**src/hw/incdec_bcd_consts.vh**
```
// constants for the increment/decrement, decimal adjust and power-down unit
// assumes inclusion by the design file under hw/ and by the checker and bench under verification/
`ifndef INCDEC_BCD_CONSTS_VH
`define INCDEC_BCD_CONSTS_VH

// ----------------------------------------
// apb register byte offsets
// ----------------------------------------
`define OFS_CMD        12'h000
`define OFS_STATUS     12'h004
`define OFS_ACC        12'h008
`define OFS_MEMADDR    12'h00C
`define OFS_MEMDATA    12'h010
`define OFS_WDT        12'h014

// ----------------------------------------
// command codes (cmd register bits 2:0)
// ----------------------------------------
`define OP_NONE        3'h0
`define OP_DAA         3'h1
`define OP_DEC_MEM     3'h2
`define OP_DEC_ACC     3'h3
`define OP_INC_MEM     3'h4
`define OP_INC_ACC     3'h5
`define OP_HALT        3'h6
`define OP_WAKE        3'h7

// ----------------------------------------
// status bit positions
// ----------------------------------------
`define ST_CARRY       0
`define ST_AUX         1
`define ST_ZERO        2
`define ST_PDF         3
`define ST_TO          4
`define ST_HALTED      5

// ----------------------------------------
// bcd correction, reset, memory depth and watchdog prescaler values
// ----------------------------------------
`define BCD_LIMIT      4'h9
`define BCD_FIX_LO     8'h06
`define BCD_FIX_HI     8'h60
`define RST_STATUS     8'h00
`define MEM_DEPTH      256
`define WDT_PRESC_MAX  8'hFF

`endif

```
**src/hw/incdec_bcd_unit.v**
```verilog
// eight-bit execution unit: decimal adjust, inc/dec, power-down
// assumes an apb master on clk; inputs synchronous to clk
//
// Chosen here: register access over APB and the register offsets.
`timescale 1ns/1ps
`default_nettype none
`include "incdec_bcd_consts.vh"

module incdec_bcd_unit
(
  input  wire        clk,
  input  wire        rst,
  input  wire        psel,
  input  wire        penable,
  input  wire        pwrite,
  input  wire [11:0] paddr,
  input  wire [31:0] pwdata,
  output reg  [31:0] prdata,
  output reg         pready,
  output reg         pslverr,
  output reg         sysClkEn,
  output reg         watchdogTimeout,
  output reg         halted
);

  // ----------------------------------------
  // state
  // ----------------------------------------
  reg  [7:0] accumulator;
  reg  [7:0] memAddr;
  reg  [7:0] dataMem [0:`MEM_DEPTH-1];
  reg        carryFlag;
  reg        auxCarryFlag;
  reg        zeroFlag;
  reg        powerDownFlag;
  reg        watchdogTimeoutFlag;
  reg  [7:0] wdtPrescaler;
  reg [15:0] wdtCount;
  reg [15:0] wdtLimit;

  wire [7:0] memVal = dataMem[memAddr];
  wire       access = psel & penable;
  wire       wr     = access & pwrite;

  // ----------------------------------------
  // helpers
  // ----------------------------------------
  function [8:0] bcdAdjust;
    input [7:0] a;
    input       c;
    input       ac;
    reg   [7:0] fix;
    reg   [8:0] sum;
    begin
      fix = 8'h00;
      if ((a[3:0] > `BCD_LIMIT) || ac)
        fix = fix | `BCD_FIX_LO;
      // low fix may carry into the high nibble; check after it lands
      sum = {1'b0, a} + {1'b0, fix};
      if ((sum[7:4] > `BCD_LIMIT) || c || sum[8])
        sum = sum + {1'b0, `BCD_FIX_HI};
      bcdAdjust = sum;
    end
  endfunction

  function [7:0] step;
    input [7:0] v;
    input       up;
    begin
      step = up ? v + 8'h01 : v - 8'h01;
    end
  endfunction

  function isZero;
    input [7:0] v;
    begin
      isZero = (v == 8'h00);
    end
  endfunction

  // ----------------------------------------
  // apb decode
  // ----------------------------------------
  wire       cmdWrite = wr && (paddr == `OFS_CMD);
  wire [2:0] op       = pwdata[2:0];
  wire       known    = (paddr == `OFS_CMD) || (paddr == `OFS_STATUS) ||
                        (paddr == `OFS_ACC) || (paddr == `OFS_MEMADDR) ||
                        (paddr == `OFS_MEMDATA) || (paddr == `OFS_WDT);
  wire [8:0] daaRes   = bcdAdjust(accumulator, carryFlag, auxCarryFlag);
  wire [7:0] incVal   = step(memVal, 1'b1);
  wire [7:0] decVal   = step(memVal, 1'b0);

  // ----------------------------------------
  // read mux
  // ----------------------------------------
  // unused upper bits read zero
  reg [31:0] next_prdata;
  always @*
  begin
    next_prdata = 32'h0000_0000;
    case (paddr)
      `OFS_STATUS:  next_prdata = {26'h0, halted, watchdogTimeoutFlag, powerDownFlag,
                                   zeroFlag, auxCarryFlag, carryFlag};
      `OFS_ACC:     next_prdata = {24'h0, accumulator};
      `OFS_MEMADDR: next_prdata = {24'h0, memAddr};
      `OFS_MEMDATA: next_prdata = {24'h0, memVal};
      `OFS_WDT:     next_prdata = {wdtLimit, wdtCount};
      default:      next_prdata = 32'h0000_0000;
    endcase
  end

  // ----------------------------------------
  // apb response
  // ----------------------------------------
  // one wait state: ready is launched in the first access cycle
  // and stands in the second, where the transfer commits
  wire firstAccess = access & ~pready;

  always @(posedge clk or posedge rst)
  begin
    if (rst)
    begin
      pready  <= 1'b0;
      prdata  <= 32'h0000_0000;
      pslverr <= 1'b0;
    end
    else
    begin
      pready  <= firstAccess;
      prdata  <= (firstAccess & ~pwrite) ? next_prdata : 32'h0000_0000;
      pslverr <= firstAccess & ~known;
    end
  end

  wire commit  = wr & pready;
  wire wakeCmd = commit && halted && cmdWrite && (op == `OP_WAKE);
  wire wdtTick = (wdtPrescaler == `WDT_PRESC_MAX);

  // ----------------------------------------
  // data memory; no port writes it while halted
  // ----------------------------------------
  // not reset: software initialises any location it reads back
  // one write source per cycle; the data port and commands never collide
  reg memPortWr;
  reg doDaa;
  reg doDecMem;
  reg doIncMem;
  always @*
  begin
    memPortWr = 1'b0;
    doDaa     = 1'b0;
    doDecMem  = 1'b0;
    doIncMem  = 1'b0;
    if (commit && !halted)
    begin
      if (paddr == `OFS_MEMDATA)
        memPortWr = 1'b1;
      else if (cmdWrite)
      begin
        case (op)
          `OP_DAA:     doDaa    = 1'b1;
          `OP_DEC_MEM: doDecMem = 1'b1;
          `OP_INC_MEM: doIncMem = 1'b1;
          default:
          begin
          end
        endcase
      end
    end
  end

  always @(posedge clk)
  begin
    if (memPortWr)
      dataMem[memAddr] <= pwdata[7:0];
    else if (doDaa)
      dataMem[memAddr] <= daaRes[7:0];
    else if (doDecMem)
      dataMem[memAddr] <= decVal;
    else if (doIncMem)
      dataMem[memAddr] <= incVal;
  end

  // ----------------------------------------
  // registers, flags, watchdog
  // ----------------------------------------
  always @(posedge clk or posedge rst)
  begin
    if (rst)
    begin
      accumulator         <= 8'h00;
      memAddr             <= 8'h00;
      carryFlag           <= 1'b0;
      auxCarryFlag        <= 1'b0;
      zeroFlag            <= 1'b0;
      powerDownFlag       <= 1'b0;
      watchdogTimeoutFlag <= 1'b0;
      wdtPrescaler        <= 8'h00;
      wdtCount            <= 16'h0000;
      wdtLimit            <= 16'hFFFF;
      halted              <= 1'b0;
      sysClkEn            <= 1'b1;
      watchdogTimeout     <= 1'b0;
    end
    else
    begin
      // watchdog keeps running while halted; its timeout wakes the core
      // limitation: a limit below the running count fires only after wrap
      // the halt's clear of the timeout flag outranks a tick in that cycle
      if (halted && watchdogTimeoutFlag)
      begin
        halted   <= 1'b0;
        sysClkEn <= 1'b1;
      end
      if (wdtTick)
      begin
        wdtPrescaler <= 8'h00;
        if (wdtCount == wdtLimit)
        begin
          wdtCount            <= 16'h0000;
          watchdogTimeoutFlag <= 1'b1;
        end
        else
          wdtCount <= wdtCount + 16'h0001;
      end
      else
        wdtPrescaler <= wdtPrescaler + 8'h01;
      watchdogTimeout <= watchdogTimeoutFlag;

      if (wakeCmd)
      begin
        halted   <= 1'b0;
        sysClkEn <= 1'b1;
      end
      else if (commit && !halted)
      begin
        case (paddr)
          `OFS_ACC:     accumulator <= pwdata[7:0];
          `OFS_MEMADDR: memAddr     <= pwdata[7:0];
          `OFS_WDT:     wdtLimit    <= pwdata[31:16];
          `OFS_STATUS:
          begin
            carryFlag    <= pwdata[`ST_CARRY];
            auxCarryFlag <= pwdata[`ST_AUX];
            zeroFlag     <= pwdata[`ST_ZERO];
          end
          `OFS_CMD:
          begin
            case (op)
              `OP_DAA:
                carryFlag <= carryFlag | daaRes[8];
              `OP_DEC_MEM:
                zeroFlag <= isZero(decVal);
              `OP_DEC_ACC:
              begin
                accumulator <= decVal;
                zeroFlag    <= isZero(decVal);
              end
              `OP_INC_MEM:
                zeroFlag <= isZero(incVal);
              `OP_INC_ACC:
              begin
                accumulator <= incVal;
                zeroFlag    <= isZero(incVal);
              end
              `OP_HALT:
              begin
                halted              <= 1'b1;
                sysClkEn            <= 1'b0;
                wdtPrescaler        <= 8'h00;
                wdtCount            <= 16'h0000;
                powerDownFlag       <= 1'b1;
                watchdogTimeoutFlag <= 1'b0;
              end
              default:
              begin
              end
            endcase
          end
          default:
          begin
          end
        endcase
      end
    end
  end

endmodule // incdec_bcd_unit

`default_nettype wire

```
**config.mk**
```make
export PLATFORM = sky130hd
export DESIGN_NAME = incdec_bcd_unit
export DESIGN_NICKNAME = d
export VERILOG_FILES = /design/src/hw/incdec_bcd_unit.v
export VERILOG_INCLUDE_DIRS = /design/src /design/src/hw
export SDC_FILE = /design/constraint.sdc
export NUM_CORES = 2
export LEC_CHECK = 0
export BUFFER_PORTS_ARGS = -buffer_cell sky130_fd_sc_hd__buf_2
export CAP_MARGIN = 40
export CORE_MARGIN = 2
export CORE_UTILIZATION = 46
export CTS_CLUSTER_DIAMETER = 150
export CTS_CLUSTER_SIZE = 24
export DETAILED_ROUTE_END_ITERATION = 8
export PLACE_DENSITY = 0.65
export SLEW_MARGIN = 20
export SYNTH_ARGS = -nofsm -noshare
export SYNTH_HDL_FRONTEND = slang
export SYNTH_SLANG_ARGS = --single-unit
```
**constraint.sdc**
```tcl
create_clock -name clk -period 34.4 [get_ports clk]
set_input_delay 6.88 -clock clk [delete_from_list [all_inputs] [get_ports clk]]
set_output_delay 6.88 -clock clk [all_outputs]
set_load 0.02 [all_outputs]
```
==> flow_summary.toml <==
[setup_path]
worst-r2r-cell-count = 21
slowest_delay_ns = 0.69
crit_fanout = 67
crit_type = "input port to flip-flop"
end_kind = "flip-flop"
crit_chain = "buf_2 -> or4_1 -> nor4_1 -> nand2b_1 -> or3_1 -> nor2_1 -> nand3_1 -> o22ai_1 -> a31o_4 -> buf_16 -> buf_4 -> buf_4 -> buf_12"
cp.depth = 13
path_common_cell = "buf_4"
cp-start-kind = "input port"
critPathTopFamily = "simple AND/OR/NAND/NOR gates"
crit_slowest_cell = "buf_4"
cp.required_ns = 34.95
critPathBufInv = 5
arrival_ns = 12.26

[yosys]
yosysSeqAreaShare_pct = 75.6
synth_edf_count = 2048
synth_top_area_share_pct = 72.7
synth_async_sr_flop_share_pct = 4.57
synth.top_cells.by_area = "edfxtp_1 (73%), mux4_2 (13%), dfrtp_1 (2.4%)"
yosysUniqueCellTypes = 83
post-synth-top-area-cell = "edfxtp_1"
netlist_top_cells_count = "edfxtp_1 (2,048), mux4_2 (475), nor2_1 (342)"
synth_nets = 4295
yosysMostFrequentCell = "edfxtp_1"
ys_warn_count = 0
synth_area_per_cell_um2 = 20.0
ys.flop_type = "edfxtp_1"
synth_area_um2 = 84600
synth_seq_cells = 2146
netlist_instances = 4236

[finish]
drive_gt1_share_pct = 22.5
fin_nets = 4449
multi_input_area_um2 = 19300
fillers = 14570
area_delta_synth_final_pct = 8.43
regArea_um2 = 64000
finalNonFillerCells = 6876

[routing]
vias_per_cell = 6.30
drc = 0
drtIter0Drc = 6136
vias = 43300
drt-wirelength-per-cell_um = 31.7
wirelength_um = 218000
first_pass_iters = 5
final_antenna_net_count = 0

[clocking]
clk_latency_ns = 0.78
cts_tree = "yes"
holdBufCountCts = 0
root_buffer = "clkbuf_16"
cts_buffers = 99
cts_setup_buffers = 0
clk_pin_slew_ns = 0.10
clock_path_buffers = 3
cts-resized-gates = 0
h-tree-depth = 3
cts_sinks = 2146

[floorplanning]
die_y_um = 433
ios = 86
die_x_um = 433
num_rows = 157
start_util_pct = 46.3
core_um2 = 183000
dieArea_um2 = 187000

[place]
dpl.cell_count = 6664
place_congestion = 0.868
io_buffers = 77
dp_hpwl_um = 135000

[power_and_ir_drop]
p_per_area_nw_per_um2 = 46.1
ir_drop_mv = 0.0396
finalPower_mw = 4.23
total_leakage_power_nw = 27.6

[global_route]
grt-ovfl-total = 0
antenna_found_initial = 4
gr-usage-all-layers_pct = 23.1
grt_max_degree = 257
grt_pass1_wl_um = 310000
grt_pass1_vias = 41973

[worst_hold_path]
hold_depth = 1
hp-class = "flip-flop to flip-flop"

[sta]
fmax_ghz = 0.0854
skew_ns = 0.0479
setup_tns_ns = 0
max_slew.worst_pin.slew_ns = 1.15
relSlewSlack_pct = 23.3
rsz0062_at_grt = "no"
finalHoldViolations = 0
finalWorstPathRequiredPeriod_ns = 11.71
min_period_over_period_pct = 34.0
setup_viol = 0
drv_slew = 0

[flow_run]
drv_cap = 0

[status]
status = "complete, no violations"
-- metal layers --
layer,vias to the layer above,part of all wire (%),global-route usage [%]
li1,17603,-,-
met1,22971,39,32.5
met2,2325,47,36.3
met3,399,9.4,4.15
met4,2,4.4,8.83
met5,-,0.0060,0
-- worst reg2reg max path: stages (launching register included) --
cell     delay (ns)
dfrtp_4        0.82
buf_4          0.30
buf_4          0.61
buf_4          0.63
buf_4          0.34
buf_16         0.29
buf_4          0.63
buf_4          0.75
mux4_2         0.67
a22oi_1        0.31
a21oi_1        0.23
o41ai_1        0.56
nand4_1        0.73
or2_4          0.56
nor4_4         0.15
xor2_1         0.16
o22ai_1        0.19
a31o_4         0.30
buf_16         0.28
buf_4          0.78
buf_4          0.61
buf_12         0.33
-- cell families (layout without fill, tap and decap cells) --
kind of cell	Yosys count	after routing	synth area share [%]
multiplexers	630	630	14.5
AO/OA/AOI/OAI	450	450	3.75
AND/OR/NAND/NOR	667	667	3.67
adder cells (fa/ha/maj)	10	10	0.157
flip-flops	2146	2146	75.6
XOR/XNOR	53	53	0.549
buffers and inverters	280	455	1.75
other	0	1	0
-- state kept, by name, summed over array words and instances (netlist names) --
name / flops
prdata: 32
watchdogTimeout: 1
memAddr: 8
auxCarryFlag: 1
carryFlag: 1
halted: 1
wdtPrescaler: 8
dataMem: 2048
wdtCount: 16
accumulator: 8
powerDownFlag: 1
pready: 1
pslverr: 1
wdtLimit: 16
zeroFlag: 1
watchdogTimeoutFlag: 1
sysClkEn: 1
-- per-stage QoR --
stage	hold WS (ns)	setup slack, ns	util (%)	instance area, um2
floorplan	0.434	16.44	-	84600
global placement	0.459	21.71	47.9	87700
detailed placement	0.465	22.06	48.3	88300
CTS	0.488	22.76	49.7	91000
global route	0.517	22.41	50.2	91700
finish	0.495	22.69	50.2	91700
-- path summary, 6_finish.rpt --
check                                          start                         to  slack [ns]
max                                         paddr[7]  dataMem[155][6]$_DFFE_PP_       22.69
min                        powerDownFlag$_DFFE_PP0P_  powerDownFlag$_DFFE_PP0P_        0.49
max reg2reg                   memAddr[0]$_DFFE_PP0P_  dataMem[155][6]$_DFFE_PP_       23.93
min reg2reg                powerDownFlag$_DFFE_PP0P_  powerDownFlag$_DFFE_PP0P_        0.49
max in group asynchronous                        rst   wdtLimit[13]$_DFFE_PP1P_       27.37
min in group asynchronous                        rst      carryFlag$_DFFE_PP0P_        6.10
-- power by group --
| group | switching [mW] | internal [mW] |
|---|---|---|
| sequential | 0.000200 | 2.85 |
| combinational | 0.0458 | 0.00900 |
| clock | 0.778 | 0.543 |
| total | 0.824 | 3.41 |
-- placed cells by master (no fill, tap or decap), types with 15 or more instances in the layout --
cell / instances
mux2_2: 29
xor2_1: 33
nand2b_1: 17
clkbuf_1: 15
mux4_2: 475
nand2_1: 102
o21ai_0: 30
buf_4: 195
and3_1: 15
nand4_1: 16
edfxtp_1: 2048
and2_1: 26
a22oi_1: 184
clkbuf_16: 101
nor2_1: 340
xnor2_1: 20
dfstp_2: 17
dfrtp_1: 77
a21oi_1: 99
nor3_1: 24
mux2i_1: 126
nand3_1: 39
buf_2: 83
-- area by class of cell --
class                      count  share of cell area [%]
antenna                        1                 0.00273
clock buffer                 116                    2.82
clock inverter                 6                   0.108
inverter                      17                  0.0723
multi-input combinational   1810                    21.1
sequential                  2146                    69.7
tap                         2464                    3.36
timing repair buffer         316                    2.83
No activity file was read; power rests on OpenSTA's default activity.
